[src/wdrc_pkg.sv]
// package of constants and types for the watchdog reset counter
package wdrc_pkg;

  // ********************
  // register map (printed offset is a word index, byte = 4 * index)
  // ********************
  localparam logic [15:0] WDRC_SERVICE_IDX   = 16'hffff;  // service location, shares reset vector
  localparam logic [15:0] WDRC_CONFIG_IDX    = 16'h0000;  // disable bit
  localparam logic [15:0] WDRC_STATUS_IDX    = 16'h0001;  // sticky event flags, write one to clear
  localparam logic [15:0] WDRC_MASK_IDX      = 16'h0002;  // interrupt mask, same layout as status
  localparam logic [15:0] WDRC_STATE_IDX     = 16'h0003;  // live counter state, read only
  localparam int unsigned WDRC_ADDR_W        = 18;        // apb byte address width

  // ********************
  // field positions and reset values
  // ********************
  localparam int unsigned WDRC_CFG_DISABLE_BIT = 0;       // config: watchdog_disable
  localparam int unsigned WDRC_EVT_TIMEOUT_BIT = 0;       // status: watchdog_reset_flag
  localparam int unsigned WDRC_EVT_SERVICE_BIT = 1;       // status: service write seen
  localparam int unsigned WDRC_EVT_W           = 2;       // number of event bits
  localparam logic        WDRC_CFG_RESET       = 1'b0;    // watchdog enabled after reset
  localparam logic [1:0]  WDRC_MASK_RESET      = 2'h0;    // all events masked after reset
  localparam logic [1:0]  WDRC_IRQ_ALLOWED     = 2'h2;    // timeout never reaches the irq line
  localparam int unsigned WDRC_STATE_PRE_LSB   = 8;       // state register: prescaler position

  // ********************
  // counter widths and timing counts in crystal cycles
  // ********************
  localparam int unsigned WDRC_PRE_W       = 13;          // prescaler_counter width
  localparam int unsigned WDRC_CNT_W       = 6;           // watchdog counter width
  localparam int unsigned WDRC_PRE_CLR_LO  = 4;           // service clears prescaler from here
  localparam int unsigned WDRC_PRE_CLR_HI  = 12;          // up to and including this bit
  localparam int unsigned WDRC_TIMEOUT_CYC = 2**18 - 2**4; // cycles from clear to reset
  localparam logic [11:0] WDRC_PRE_TICK    = 12'hfff;     // prescaler value that steps the counter
  localparam logic [5:0]  WDRC_CNT_TRIP    = 6'h3f;       // counter value in the last period
  localparam logic [7:0]  WDRC_PRE_TRIP    = 8'hff;       // prescaler bits 11:4 at trip
  localparam int unsigned WDRC_POR_CYC     = 4096;        // power-on clear delay
  localparam logic [11:0] WDRC_POR_LAST    = 12'(WDRC_POR_CYC - 1);
  localparam int unsigned WDRC_PULSE_CYC   = 32;          // reset pin low time
  localparam logic [4:0]  WDRC_PULSE_LAST  = 5'(WDRC_PULSE_CYC - 1);

  // ********************
  // types
  // ********************
  typedef struct packed {
    logic stop;      // stop mode: prescaler clock off
    logic wait_m;    // wait mode: watchdog keeps counting
    logic monitor;   // monitor mode active
    logic brk;       // break interrupt active
  } wdrc_mode_s;

  typedef enum {
    WDRC_RUN,
    WDRC_PULSE
  } wdrc_state_e;

endpackage

[src/wdrc_prescaler.sv]
// 13-bit prescaler counter with full and partial clear
`timescale 1ns/1ps
`default_nettype none

module wdrc_prescaler
(
  input  wire logic                            pclk,
  input  wire logic                            presetn,
  input  wire logic                            run,
  input  wire logic                            clr_all,
  input  wire logic                            clr_mid,
  output logic [wdrc_pkg::WDRC_PRE_W-1:0]      count
);

  // ********************
  // prescaler state
  // ********************
  logic [wdrc_pkg::WDRC_PRE_W-1:0] pre_r;    // running count
  logic [wdrc_pkg::WDRC_PRE_W-1:0] pre_nxt;  // next count

  // next value: full clear beats partial clear beats counting
  always_comb
  begin
    pre_nxt = pre_r;
    if (clr_all)
    begin
      pre_nxt = '0;
    end
    else if (clr_mid)
    begin
      // service write keeps only the low bits
      pre_nxt = {{(wdrc_pkg::WDRC_PRE_CLR_HI-wdrc_pkg::WDRC_PRE_CLR_LO+1){1'b0}},
                 pre_r[wdrc_pkg::WDRC_PRE_CLR_LO-1:0]};
    end
    else if (run)
    begin
      // free running, wraps at the top
      pre_nxt = pre_r + 13'h0001;
    end
  end

  // register only
  always_ff @(posedge pclk or negedge presetn)
  begin
    if (!presetn)
    begin
      pre_r <= '0;
    end
    else
    begin
      pre_r <= pre_nxt;
    end
  end

  assign count = pre_r;

endmodule

`default_nettype wire

[src/wdrc_top.sv]
// watchdog reset counter with apb register access
//
// Implementation choice: the APB interface to the registers.
`timescale 1ns/1ps
`default_nettype none

// How it works
// - six-bit counter stepped by prescaler overflow
// - unserviced counter trips after 2^18-2^4 cycles
// - any service write restarts timeout period
// - trip drives reset low 32 cycles, flag
// - service write clears counter, prescaler 12:4
// - service read returns reset vector low byte
// - power-on clears prescaler after 4096 cycles
// - internal reset clears prescaler and counter
// - reset vector fetch clears the prescaler
// - configuration disable bit blocks new trips, not a reset pulse already started
// - timeout never raises an interrupt request, only the service event can
// - monitor with high voltage disables watchdog
// - counting continues during wait mode
// - stop mode halts the prescaler clock
// - break with high reset voltage disables
module wdrc_top
(
  input  wire logic                              pclk,
  input  wire logic                              presetn,
  input  wire logic                              psel,
  input  wire logic                              penable,
  input  wire logic                              pwrite,
  input  wire logic [wdrc_pkg::WDRC_ADDR_W-1:0]  paddr,
  input  wire logic [31:0]                       pwdata,
  output logic [31:0]                            prdata,
  output logic                                   pready,
  output logic                                   pslverr,
  input  wire logic [7:0]                        reset_vector_low,
  input  wire logic                              vector_fetch,
  input  wire logic                              internal_reset,
  input  wire wdrc_pkg::wdrc_mode_s              mode,
  input  wire logic                              hv_irq_pin,
  input  wire logic                              hv_rst_pin,
  output logic                                   reset_pin_o,
  output logic                                   reset_pin_oe,
  output logic                                   wdrc_irq
);

  // ********************
  // address decode helpers
  // ********************
  // byte address of a register index
  function automatic logic [wdrc_pkg::WDRC_ADDR_W-1:0] reg_addr(input logic [15:0] idx);
    reg_addr = {idx, 2'b00};
  endfunction

  // true when the bus addresses the given register
  function automatic logic hit(input logic [wdrc_pkg::WDRC_ADDR_W-1:0] a,
                               input logic [15:0]                      idx);
    hit = (a == reg_addr(idx));
  endfunction

  // ********************
  // pin synchronisers for the high-voltage detectors
  // ********************
  logic [1:0] hv_irq_sync_r;   // two-stage sync, irq pin detector
  logic [1:0] hv_rst_sync_r;   // two-stage sync, reset pin detector
  logic [1:0] hv_irq_sync_nxt; // next sync values
  logic [1:0] hv_rst_sync_nxt; // next sync values
  logic       hv_irq_s;        // synchronised level
  logic       hv_rst_s;        // synchronised level

  // shift the pin levels in, only stage one feeds stage two
  always_comb
  begin
    hv_irq_sync_nxt = {hv_irq_sync_r[0], hv_irq_pin};
    hv_rst_sync_nxt = {hv_rst_sync_r[0], hv_rst_pin};
  end

  // register the synchronisers
  always_ff @(posedge pclk or negedge presetn)
  begin
    if (!presetn)
    begin
      hv_irq_sync_r <= 2'h0;
      hv_rst_sync_r <= 2'h0;
    end
    else
    begin
      hv_irq_sync_r <= hv_irq_sync_nxt;
      hv_rst_sync_r <= hv_rst_sync_nxt;
    end
  end

  assign hv_irq_s = hv_irq_sync_r[1];
  assign hv_rst_s = hv_rst_sync_r[1];

  // ********************
  // apb access decode
  // ********************
  logic access;      // access phase, slave always ready
  logic wr_access;   // write taken this edge
  logic rd_access;   // read taken this edge
  logic mapped;      // address names a register
  logic service_wr;  // write to the service location

  always_comb
  begin
    access     = psel & penable;
    wr_access  = access & pwrite;
    rd_access  = access & ~pwrite;
    mapped     = hit(paddr, wdrc_pkg::WDRC_SERVICE_IDX) |
                 hit(paddr, wdrc_pkg::WDRC_CONFIG_IDX)  |
                 hit(paddr, wdrc_pkg::WDRC_STATUS_IDX)  |
                 hit(paddr, wdrc_pkg::WDRC_MASK_IDX)    |
                 hit(paddr, wdrc_pkg::WDRC_STATE_IDX);
    service_wr = wr_access & hit(paddr, wdrc_pkg::WDRC_SERVICE_IDX);
  end

  // zero wait state slave, error on unmapped address
  assign pready  = 1'b1;
  assign pslverr = access & ~mapped;

  // ********************
  // watchdog core state
  // ********************
  wdrc_pkg::wdrc_state_e                  state_r;     // run or reset pulse
  wdrc_pkg::wdrc_state_e                  state_nxt;
  logic [wdrc_pkg::WDRC_CNT_W-1:0]        cnt_r;       // watchdog counter
  logic [wdrc_pkg::WDRC_CNT_W-1:0]        cnt_nxt;
  logic [4:0]                             pulse_cnt_r; // reset pulse length
  logic [4:0]                             pulse_cnt_nxt;
  logic [11:0]                            por_cnt_r;   // power-on delay
  logic [11:0]                            por_cnt_nxt;
  logic                                   por_done_r;  // power-on clear done
  logic                                   por_done_nxt;
  logic                                   cfg_dis_r;   // watchdog_disable bit
  logic                                   cfg_dis_nxt;
  logic [wdrc_pkg::WDRC_EVT_W-1:0]        status_r;    // sticky events
  logic [wdrc_pkg::WDRC_EVT_W-1:0]        status_nxt;
  logic [wdrc_pkg::WDRC_EVT_W-1:0]        mask_r;      // interrupt mask
  logic [wdrc_pkg::WDRC_EVT_W-1:0]        mask_nxt;
  logic [31:0]                            prdata_r;    // read data
  logic [31:0]                            prdata_nxt;
  logic [wdrc_pkg::WDRC_PRE_W-1:0]        pre_count;   // prescaler_counter value
  logic                                   pre_run;     // prescaler clock running
  logic                                   pre_clr_all; // full prescaler clear
  logic                                   por_clear;   // power-on clear strobe
  logic                                   wd_disable;  // watchdog blocked
  logic                                   cnt_tick;    // prescaler overflow step
  logic                                   trip;        // timeout reached
  logic [wdrc_pkg::WDRC_EVT_W-1:0]        evt_set;     // events this cycle
  logic [wdrc_pkg::WDRC_EVT_W-1:0]        evt_clr;     // software clears

  // ********************
  // condition logic
  // ********************
  always_comb
  begin
    pre_run = ~mode.stop;
    por_clear = ~por_done_r & (por_cnt_r == wdrc_pkg::WDRC_POR_LAST);
    wd_disable = cfg_dis_r |
                 (mode.monitor & (hv_irq_s | hv_rst_s)) |
                 (mode.brk & hv_rst_s);
    cnt_tick = pre_run & (pre_count[11:0] == wdrc_pkg::WDRC_PRE_TICK);
    // trip 2^4 before the counter wraps
    trip = (state_r == wdrc_pkg::WDRC_RUN) & ~wd_disable & pre_run & ~service_wr &
           ~internal_reset & (cnt_r == wdrc_pkg::WDRC_CNT_TRIP) &
           (pre_count[11:4] == wdrc_pkg::WDRC_PRE_TRIP);
    pre_clr_all = internal_reset | vector_fetch | por_clear | trip |
                  (state_r == wdrc_pkg::WDRC_PULSE);
  end

  // ********************
  // prescaler instance
  // ********************
  // service clears bits 12 to 4
  wdrc_prescaler u_prescaler
  (
    .pclk    (pclk),
    .presetn (presetn),
    .run     (pre_run),
    .clr_all (pre_clr_all),
    .clr_mid (service_wr),
    .count   (pre_count)
  );

  // ********************
  // next state of counter, pulse and registers
  // ********************
  always_comb
  begin
    state_nxt     = state_r;
    cnt_nxt       = cnt_r;
    pulse_cnt_nxt = pulse_cnt_r;
    por_cnt_nxt   = por_cnt_r;
    por_done_nxt  = por_done_r;
    cfg_dis_nxt   = cfg_dis_r;
    mask_nxt      = mask_r;
    prdata_nxt    = prdata_r;
    evt_set       = '0;
    evt_clr       = '0;

    // power-on delay counter, stops after its one clear
    if (!por_done_r)
    begin
      por_cnt_nxt = por_cnt_r + 12'h001;
      if (por_clear)
      begin
        por_done_nxt = 1'b1;
      end
    end

    // watchdog counter and reset pulse
    case (state_r)
      wdrc_pkg::WDRC_RUN:
      begin
        if (internal_reset || service_wr || wd_disable)
        begin
          cnt_nxt = '0;
        end
        else if (trip)
        begin
          cnt_nxt       = '0;
          pulse_cnt_nxt = '0;
          state_nxt     = wdrc_pkg::WDRC_PULSE;
          evt_set[wdrc_pkg::WDRC_EVT_TIMEOUT_BIT] = 1'b1;
        end
        else if (cnt_tick)
        begin
          cnt_nxt = cnt_r + 6'h01;
        end
      end
      wdrc_pkg::WDRC_PULSE:
      begin
        cnt_nxt = '0;
        if (pulse_cnt_r == wdrc_pkg::WDRC_PULSE_LAST)
        begin
          state_nxt = wdrc_pkg::WDRC_RUN;
        end
        else
        begin
          pulse_cnt_nxt = pulse_cnt_r + 5'h01;
        end
      end
      default:
      begin
        state_nxt = wdrc_pkg::WDRC_RUN;
        cnt_nxt   = '0;
      end
    endcase

    // service write is reported as an event
    if (service_wr)
    begin
      evt_set[wdrc_pkg::WDRC_EVT_SERVICE_BIT] = 1'b1;
    end

    // register writes
    if (wr_access)
    begin
      if (hit(paddr, wdrc_pkg::WDRC_CONFIG_IDX))
      begin
        cfg_dis_nxt = pwdata[wdrc_pkg::WDRC_CFG_DISABLE_BIT];
      end
      if (hit(paddr, wdrc_pkg::WDRC_STATUS_IDX))
      begin
        evt_clr = pwdata[wdrc_pkg::WDRC_EVT_W-1:0];
      end
      if (hit(paddr, wdrc_pkg::WDRC_MASK_IDX))
      begin
        mask_nxt = pwdata[wdrc_pkg::WDRC_EVT_W-1:0];
      end
    end

    // sticky flags: a set in the clearing cycle wins
    status_nxt = (status_r & ~evt_clr) | evt_set;

    // read data, registered on the taking edge
    // reads touch no counter
    if (rd_access)
    begin
      prdata_nxt = 32'h0000_0000;
      if (hit(paddr, wdrc_pkg::WDRC_SERVICE_IDX))
      begin
        prdata_nxt[7:0] = reset_vector_low;
      end
      else if (hit(paddr, wdrc_pkg::WDRC_CONFIG_IDX))
      begin
        prdata_nxt[wdrc_pkg::WDRC_CFG_DISABLE_BIT] = cfg_dis_r;
      end
      else if (hit(paddr, wdrc_pkg::WDRC_STATUS_IDX))
      begin
        prdata_nxt[wdrc_pkg::WDRC_EVT_W-1:0] = status_r;
      end
      else if (hit(paddr, wdrc_pkg::WDRC_MASK_IDX))
      begin
        prdata_nxt[wdrc_pkg::WDRC_EVT_W-1:0] = mask_r;
      end
      else if (hit(paddr, wdrc_pkg::WDRC_STATE_IDX))
      begin
        prdata_nxt[wdrc_pkg::WDRC_CNT_W-1:0] = cnt_r;
        prdata_nxt[wdrc_pkg::WDRC_STATE_PRE_LSB +: wdrc_pkg::WDRC_PRE_W] = pre_count;
      end
    end
  end

  // ********************
  // core registers
  // ********************
  always_ff @(posedge pclk or negedge presetn)
  begin
    if (!presetn)
    begin
      state_r     <= wdrc_pkg::WDRC_RUN;
      cnt_r       <= '0;
      pulse_cnt_r <= '0;
      por_cnt_r   <= '0;
      por_done_r  <= 1'b0;
      cfg_dis_r   <= wdrc_pkg::WDRC_CFG_RESET;
      status_r    <= '0;
      mask_r      <= wdrc_pkg::WDRC_MASK_RESET;
      prdata_r    <= 32'h0000_0000;
    end
    else
    begin
      state_r     <= state_nxt;
      cnt_r       <= cnt_nxt;
      pulse_cnt_r <= pulse_cnt_nxt;
      por_cnt_r   <= por_cnt_nxt;
      por_done_r  <= por_done_nxt;
      cfg_dis_r   <= cfg_dis_nxt;
      status_r    <= status_nxt;
      mask_r      <= mask_nxt;
      prdata_r    <= prdata_nxt;
    end
  end

  // ********************
  // outputs
  // ********************
  assign prdata = prdata_r;

  assign reset_pin_o  = 1'b0;
  assign reset_pin_oe = (state_r == wdrc_pkg::WDRC_PULSE);

  assign wdrc_irq = |(status_r & mask_r & wdrc_pkg::WDRC_IRQ_ALLOWED);

endmodule

`default_nettype wire

[config.mk]
export PLATFORM = sky130hd
export DESIGN_NAME = wdrc_top
export DESIGN_NICKNAME = d
export VERILOG_FILES = /design/src/wdrc_pkg.sv /design/src/wdrc_prescaler.sv /design/src/wdrc_top.sv
export SDC_FILE = /design/constraint.sdc
export NUM_CORES = 1
export LEC_CHECK = 0
export BUFFER_PORTS_ARGS = -buffer_cell sky130_fd_sc_hd__buf_2
export CORE_MARGIN = 2
export CORE_UTILIZATION = 45
export CTS_CLUSTER_SIZE = 8
export DETAILED_ROUTE_END_ITERATION = 10
export PLACE_DENSITY = 0.72
export SKIP_LAST_GASP = 1
export SLEW_MARGIN = 20
export SYNTH_ARGS = -nofsm -noshare
export SYNTH_HDL_FRONTEND = slang
export SYNTH_SLANG_ARGS = --single-unit
[constraint.sdc]
create_clock -name pclk -period 1.9 [get_ports pclk]
set_input_delay 0.095 -clock pclk [delete_from_list [all_inputs] [get_ports pclk]]
set_output_delay 0.095 -clock pclk [all_outputs]
set_load 0.05 [all_outputs]
# [Yosys cells after proc, flatten, opt, wreduce, memory -nomap -nowiden]
# Index checks and enable logic that the tools add are counted.
[word_totals] register_bits=99 word_cells=121
[op_classes] add_sub_neg=4 n_bitwise=37 eq_ne=19 muxes=37 n_reduce_logical=11
[ops] cell="$mux 13" n=8
[ops] cell="$mux 32" n=3
[ops] cell="$logic_not 32->1" n=2
[ops] cell="$pmux 32 s2" n=1
[ops] cell="$eq 18x4->1 const B" n=2
[ops] cell="$mux 6" n=6
[ops] cell="$eq 32x1->1 const B" n=1
[ops] cell="$eq 32x2->1 const B" n=1
[ops] cell="$eq 12x12->1 const B" n=2
[ops] cell="$mux 5" n=4
[ops] cell="$eq 18x18->1 const B" n=1
[ops] cell="$eq 18x3->1 const B" n=1
[ops] cell="$logic_not 18->1" n=1
[ops] cell="$and 1x1->1" n=15
[ops] cell="$add 13x1->13 const B" n=1
[ops] cell="$add 12x1->12 const B" n=1
[ops] cell="$or 1x1->1" n=11
[ops] cell="$mux 2" n=5
[ops] cell="$pmux 5 s2" n=1
[ops] cell="$eq 8x8->1 const B" n=1
[ops] cell="$mux 4" n=2
[ops] cell="$ne 2x2->1 const B" n=4
[ops] cell="$mux 1" n=7
[ops] cell="$not 1->1" n=7
[ops] cell="15 further kinds" n=20

# [Depth between registers and ports, before layout]
[depth] word_depth=15 mapped_depth=7

# [Hierarchy]
# From an unflattened synthesis, not the netlist that was laid out.
[unflattened] hier_cells=326 hier_area_um2=3384.5
[by_module_without_submodules] mod="wdrc_top" cells_each=256 n_inst=1 seq_area_each_um2=1376.3 area_per_inst_um2=2701.3
[by_module_without_submodules] mod="wdrc_prescaler" cells_each=70 n_inst=1 seq_area_each_um2=325.3 area_per_inst_um2=683.2

# [Least setup slack after synthesis]
# Ideal clock, no wire load.
[synth_timing] path_kind="input-to-output" start="input paddr[0] (netlist bit)" end="output pslverr" required_time_ns=1.805 path_stages=4 t_arrival_ns=1.674 path_slack_ns=0.131 cell_sequence="nand4bb_2 -> nor2_2 -> and2_1 -> nor3b_1"
[synth_between] elab_chain_cells=7
[synth_rtl] element="start, declared" line_no="wdrc_top.sv:30" rtl="input wire logic [wdrc_pkg::WDRC_ADDR_W-1:0] paddr,"
[synth_rtl] element="$eq 18x18->1 or $logic_not 18->1 (tied branches)" line_no="wdrc_top.sv:57" rtl="hit = (a == reg_addr(idx));"
[synth_rtl] element="$or 1x1->1" line_no="wdrc_top.sv:109" rtl="mapped = hit(paddr, wdrc_pkg::WDRC_SERVICE_IDX) |"
[synth_rtl] element="$or 1x1->1" line_no="wdrc_top.sv:110" rtl="hit(paddr, wdrc_pkg::WDRC_CONFIG_IDX) |"
[synth_rtl] element="$or 1x1->1" line_no="wdrc_top.sv:111" rtl="hit(paddr, wdrc_pkg::WDRC_STATUS_IDX) |"
[synth_rtl] element="$or 1x1->1 (*)" line_no="wdrc_top.sv:112" rtl="hit(paddr, wdrc_pkg::WDRC_MASK_IDX) |"
[synth_rtl] element="$not 1->1 (*)" line_no="wdrc_top.sv:119" rtl="assign pslverr = access & ~mapped;"
[synth_rtl] element="$and 1x1->1 (*)" line_no="wdrc_top.sv:119"
[synth_rtl] element="end, declared" line_no="wdrc_top.sv:34" rtl="output logic pslverr,"
# Mark *: on every way between the ends. The rest lies on a longest branch, timed or not.

# [Worst setup path after layout]
[layout_timing] start="register pulse_cnt_r[0]" end="register pulse_cnt_r[3]"
[layout_between] elab_chain_cells=3
[layout_rtl] element="start, declared" line_no="wdrc_top.sv:128" rtl="logic [4:0] pulse_cnt_r;"
[layout_rtl] element="start signal, assigned" line_no="wdrc_top.sv:326" rtl="pulse_cnt_r <= pulse_cnt_nxt;"
[layout_rtl] element="$add 5x1->5 or $eq 5x5->1 (tied branches)" line_no="wdrc_top.sv:240, wdrc_top.sv:234"
[layout_rtl] element="$mux 5 or $ne 2x2->1 (tied branches)"
[layout_rtl] element="$pmux 5 s2 or $reduce_and 4->1 (tied branches)"
# Parallel ways exist; a longest one is shown, timed or not. The select of a mux whose other input is x is not followed.
# A chain may end at the register's enable or synchronous reset.

==> run_summary.xml <==
<?xml version="1.0" encoding="UTF-8"?>
<metrics>
  <group name="status">
    <metric name="run_status" unit="">finished clean</metric>
  </group>
  <group name="placement">
    <metric name="finalWeightedCongestion" unit="">0.779</metric>
    <metric name="port_buffers" unit="">63</metric>
    <metric name="pre_cts_slack" unit="ns">0.112</metric>
    <metric name="dp.final_hpwl" unit="mm">4.94</metric>
    <metric name="standard_cell_area_after_detailed_placement" unit="mm2">0.00375</metric>
  </group>
  <group name="floorplan">
    <metric name="die-area" unit="mm2">0.00815</metric>
    <metric name="io_pins" unit="">108</metric>
    <metric name="core_area" unit="mm2">0.00721</metric>
    <metric name="die_width" unit="um">90.3</metric>
    <metric name="row_cnt" unit="">31</metric>
    <metric name="floorplan.initialDensity" unit="%">46.4</metric>
    <metric name="chipHeight" unit="um">90.3</metric>
  </group>
  <group name="worst_setup_path">
    <metric name="timing.critical_path.to_type" unit="">flop</metric>
    <metric name="critPathMaxFanout" unit="">4</metric>
    <metric name="critPathLaunchType" unit="">flop</metric>
    <metric name="worst_ep_required_time" unit="ns">2.16</metric>
    <metric name="setup.worst_path.class" unit="">flop to flop</metric>
    <metric name="timing.critical_path.arrival" unit="ns">1.96</metric>
    <metric name="r2r.worst_path.cells" unit="">7</metric>
  </group>
  <group name="routing">
    <metric name="detail_route.wl_per_cell" unit="um">13.9</metric>
    <metric name="route.antenna.remaining_nets" unit="">0</metric>
    <metric name="detailedRoute.firstIterationViolations" unit="">99</metric>
    <metric name="vias_per_cell" unit="">5.29</metric>
    <metric name="routed-via-count" unit="">2609</metric>
    <metric name="post-route-drc-count" unit="">0</metric>
    <metric name="detail_route.first_pass.iterations" unit="">4</metric>
    <metric name="postRouteWirelength" unit="mm">6.84</metric>
  </group>
  <group name="power_and_ir_drop">
    <metric name="net_load_switching_power" unit="uW">657</metric>
    <metric name="p_sw_share" unit="%">24.9</metric>
    <metric name="vdd_drop_max" unit="mV">0.419</metric>
    <metric name="intPower" unit="uW">1980</metric>
    <metric name="share_seq_of_total_power" unit="%">55.2</metric>
    <metric name="final_total_power" unit="uW">2640</metric>
    <metric name="p_leak" unit="uW">0.00195</metric>
    <metric name="clock_power_share" unit="%">36.8</metric>
    <metric name="cellPowerDensity" unit="mW/mm2">656</metric>
    <metric name="comb_power_share" unit="%">8.0</metric>
  </group>
  <group name="global_route">
    <metric name="grt_overflow_total" unit="">0</metric>
    <metric name="grt_first_pass_wirelength" unit="mm">11.8</metric>
    <metric name="number_of_global_route_vias_before_repair" unit="">2571</metric>
    <metric name="antenna_found_initial" unit="">0</metric>
    <metric name="largest_net_degree_at_the_start_of_global_routing" unit="">69</metric>
    <metric name="globalRouteTotalUtil" unit="%">17.7</metric>
  </group>
  <group name="clocking">
    <metric name="clock_pin_slew_worst_setup_and_hold_paths" unit="ns">0.07</metric>
    <metric name="ctsRootBufferMaster" unit="">sky130_fd_sc_hd__clkbuf_8</metric>
    <metric name="clock_net_sink_count" unit="">68</metric>
    <metric name="cts_tree" unit="">built</metric>
    <metric name="worst_skew_pair.late_latency" unit="ns">0.34</metric>
    <metric name="cts-buffers-inserted" unit="">9</metric>
    <metric name="clock_tree.htree_level_count" unit="">3</metric>
    <metric name="cts_repair_resize_count" unit="">0</metric>
    <metric name="clock_path_buffers" unit="">2</metric>
  </group>
  <group name="synth">
    <metric name="synthCells" unit="">306</metric>
    <metric name="synthesis.yosys.warnings" unit="">0</metric>
    <metric name="postSynthRegisterBits" unit="">68</metric>
    <metric name="seq_area_frac_synth" unit="%">50.8</metric>
    <metric name="syn_area" unit="mm2">0.00335</metric>
    <metric name="syn_avg_cell_area" unit="um2">10.9</metric>
    <metric name="synthArstFlopShare" unit="%">100</metric>
    <metric name="cell_variety_after_synth" unit="">55</metric>
    <metric name="dominantRegCellSynth" unit="">sky130_fd_sc_hd__dfrtp_1</metric>
    <metric name="synth_edf_count" unit="">0</metric>
  </group>
  <group name="sta">
    <metric name="setup_repair_after_global_routing_missed_its_margin" unit="">no</metric>
    <metric name="tns" unit="ns">0</metric>
    <metric name="setup_ws" unit="ns">0.205</metric>
    <metric name="hold_viol_final" unit="">0</metric>
    <metric name="final.setup_skew" unit="ns">0.0109</metric>
    <metric name="setup_viol_count_final" unit="">0</metric>
    <metric name="timing_max_transition_violations_final" unit="">0</metric>
    <metric name="timing.fmax" unit="MHz">590</metric>
    <metric name="layout_worst_path_cycle_share" unit="%">89.2</metric>
    <metric name="min_period" unit="ns">1.69</metric>
  </group>
  <group name="final_layout">
    <metric name="area.growth.synth_to_final" unit="%">20.1</metric>
    <metric name="drive_above_1_share" unit="%">24.6</metric>
    <metric name="finish.net_count" unit="">466</metric>
    <metric name="layout_cell_area_excl_fill" unit="mm2">0.00402</metric>
    <metric name="insertedDiodeCount" unit="">0</metric>
    <metric name="fin_util" unit="%">55.7</metric>
  </group>
  <group name="worst_hold_path">
    <metric name="hold_path.class" unit="">input port to flop</metric>
    <metric name="hold-path-cell-count" unit="">3</metric>
  </group>
  <group name="job">
    <metric name="total_of_max_cap_violations" unit="">0</metric>
  </group>
</metrics>
-- stage by stage --
stage / cells / hold WS (ns)
after CTS: 490 / 0.00382
final: 493 / 0.00821
after detailed placement: 466 / 0.145
after floorplan: 317 / -0.201
after global routing: 493 / 0.0117
after global placement: 466 / 0.143
-- cells in the mapped netlist (2+ instances only) --
library cell	count	share of area, %
sky130_fd_sc_hd__nand2_1	31	3.5
sky130_fd_sc_hd__and2_1	6	1.1
sky130_fd_sc_hd__xor2_1	12	3.1
sky130_fd_sc_hd__mux2_1	3	1.0
sky130_fd_sc_hd__a221o_1	2	0.60
sky130_fd_sc_hd__clkbuf_1	4	0.45
sky130_fd_sc_hd__nand4_1	13	2.4
sky130_fd_sc_hd__a21oi_1	5	0.75
sky130_fd_sc_hd__a22o_1	15	3.9
sky130_fd_sc_hd__ha_1	5	1.9
sky130_fd_sc_hd__o21ai_1	3	0.45
sky130_fd_sc_hd__xnor2_1	14	3.7
sky130_fd_sc_hd__and3_1	8	1.5
sky130_fd_sc_hd__nand4b_1	2	0.52
sky130_fd_sc_hd__nor4_4	2	1.3
sky130_fd_sc_hd__a32oi_1	4	1.0
sky130_fd_sc_hd__buf_4	14	3.1
sky130_fd_sc_hd__nor3_1	4	0.60
sky130_fd_sc_hd__nor2_1	31	3.5
sky130_fd_sc_hd__nand3_2	2	0.60
sky130_fd_sc_hd__nor2b_1	2	0.37
sky130_fd_sc_hd__mux2_2	2	0.67
sky130_fd_sc_hd__nand3b_1	2	0.45
sky130_fd_sc_hd__nand2b_1	4	0.75
sky130_fd_sc_hd__inv_1	2	0.22
sky130_fd_sc_hd__nor4_1	4	0.75
sky130_fd_sc_hd__and4_1	2	0.52
sky130_fd_sc_hd__a31o_1	2	0.52
sky130_fd_sc_hd__conb_1	2	0.22
sky130_fd_sc_hd__nand3_1	10	1.5
sky130_fd_sc_hd__dfrtp_1	68	51
sky130_fd_sc_hd__a41o_1	2	0.60
sky130_fd_sc_hd__a31oi_1	2	0.37
-- timing repair --
item	in CTS	in global routing
hold buffers	9	1
setup buffers	0	2
setup endpoints to repair	0	15
hold endpoints to repair	76	1
-- registers in the layout, indices dropped and copies added, names as in the netlist --
signal	count
cfg_dis_r	1
cnt_r	6
hv_irq_sync_r	2
hv_rst_sync_r	2
mask_r	2
por_cnt_r	12
por_done_r	1
prdata	21
pulse_cnt_r	5
state_r	1
status_r	2
u_prescaler.count	13
-- cells in the final DEF (no fill, tap or decap), types with 3 or more instances in the layout --
master                          instances
sky130_fd_sc_hd__xor2_1                12
sky130_fd_sc_hd__nand2b_1               4
sky130_fd_sc_hd__mux2_1                 3
sky130_fd_sc_hd__dfrtp_1               68
sky130_fd_sc_hd__and3_1                 8
sky130_fd_sc_hd__nand2_1               31
sky130_fd_sc_hd__a21oi_1                5
sky130_fd_sc_hd__and2_1                 6
sky130_fd_sc_hd__buf_4                  7
sky130_fd_sc_hd__nand4_1               13
sky130_fd_sc_hd__ha_1                   5
sky130_fd_sc_hd__nor2_1                31
sky130_fd_sc_hd__conb_1                13
sky130_fd_sc_hd__a22o_1                15
sky130_fd_sc_hd__o21ai_1                3
sky130_fd_sc_hd__nand3_1               10
sky130_fd_sc_hd__clkinv_2               3
sky130_fd_sc_hd__a32oi_1                4
sky130_fd_sc_hd__nor4_1                 4
sky130_fd_sc_hd__nor3_1                 4
sky130_fd_sc_hd__xnor2_1               14
sky130_fd_sc_hd__clkbuf_1               3
sky130_fd_sc_hd__dlygate4sd3_1         10
sky130_fd_sc_hd__clkbuf_8               9
sky130_fd_sc_hd__buf_2                 63
-- cells by family after synthesis --
group / share of synthesized area [%]
AOI/OAI and AO/OA: 9.64
xor gates and xnor gates: 6.80
adders and majority gates: 1.87
buffers and inverters: 4.15
DFF: 50.8
muxes: 2.77
other: 0.224
and+or+nand+nor: 23.7
-- routing by layer --
metal	share of wire (%)	vias up	wire length [um]	GRT usage, %
met1	48	1282	3260	23.9
li1	-	1252	-	-
met5	0	-	0	0
met2	47	67	3210	27.8
met4	1.2	0	85	6.15
met3	4.3	8	291	4.84
-- worst max-delay path, cell delays in order (launching register included) --
cell and delay (ns):
sky130_fd_sc_hd__dfrtp_1 0.41, sky130_fd_sc_hd__ha_1 0.23, sky130_fd_sc_hd__and3_1 0.19, sky130_fd_sc_hd__ha_1 0.20, sky130_fd_sc_hd__nor2b_1 0.18, sky130_fd_sc_hd__nand4_1 0.13
sky130_fd_sc_hd__xor2_1 0.15, sky130_fd_sc_hd__a31oi_1 0.12
-- power groups by stage --
stage	Sequential [uW]	Combinational (uW)	Clock (uW)
after floorplan	1480	120	0
after global placement	1480	194	0
after detailed placement	1480	197	0
after CTS	1460	212	996
after global routing	1460	231	1060
final	1460	211	971
-- path summary, 6_finish.rpt --
kind                                     startpoint                to  slack, ns
worst min register to register     hv_irq_sync_r[0]  hv_irq_sync_r[1]       0.35
worst max register to register       pulse_cnt_r[0]    pulse_cnt_r[3]       0.21
worst min-delay path            reset_vector_low[5]         prdata[5]      0.008
min in group asynchronous                   presetn      por_cnt_r[6]       0.28
max in group asynchronous                   presetn         prdata[0]       1.30
worst max-delay path                 pulse_cnt_r[0]    pulse_cnt_r[3]       0.21
-- area by class of cell --
type                    instances  area (um2)
flip-flops and latches         68        1700
fillers                       641        3190
multi-input cells             228        1550
clock inverters                 3        15.0
inverters                       2        7.51
well taps                      99         124
clock buffers                  12         135
repair buffers                 81         488
(Power assumes the default switching activity.)
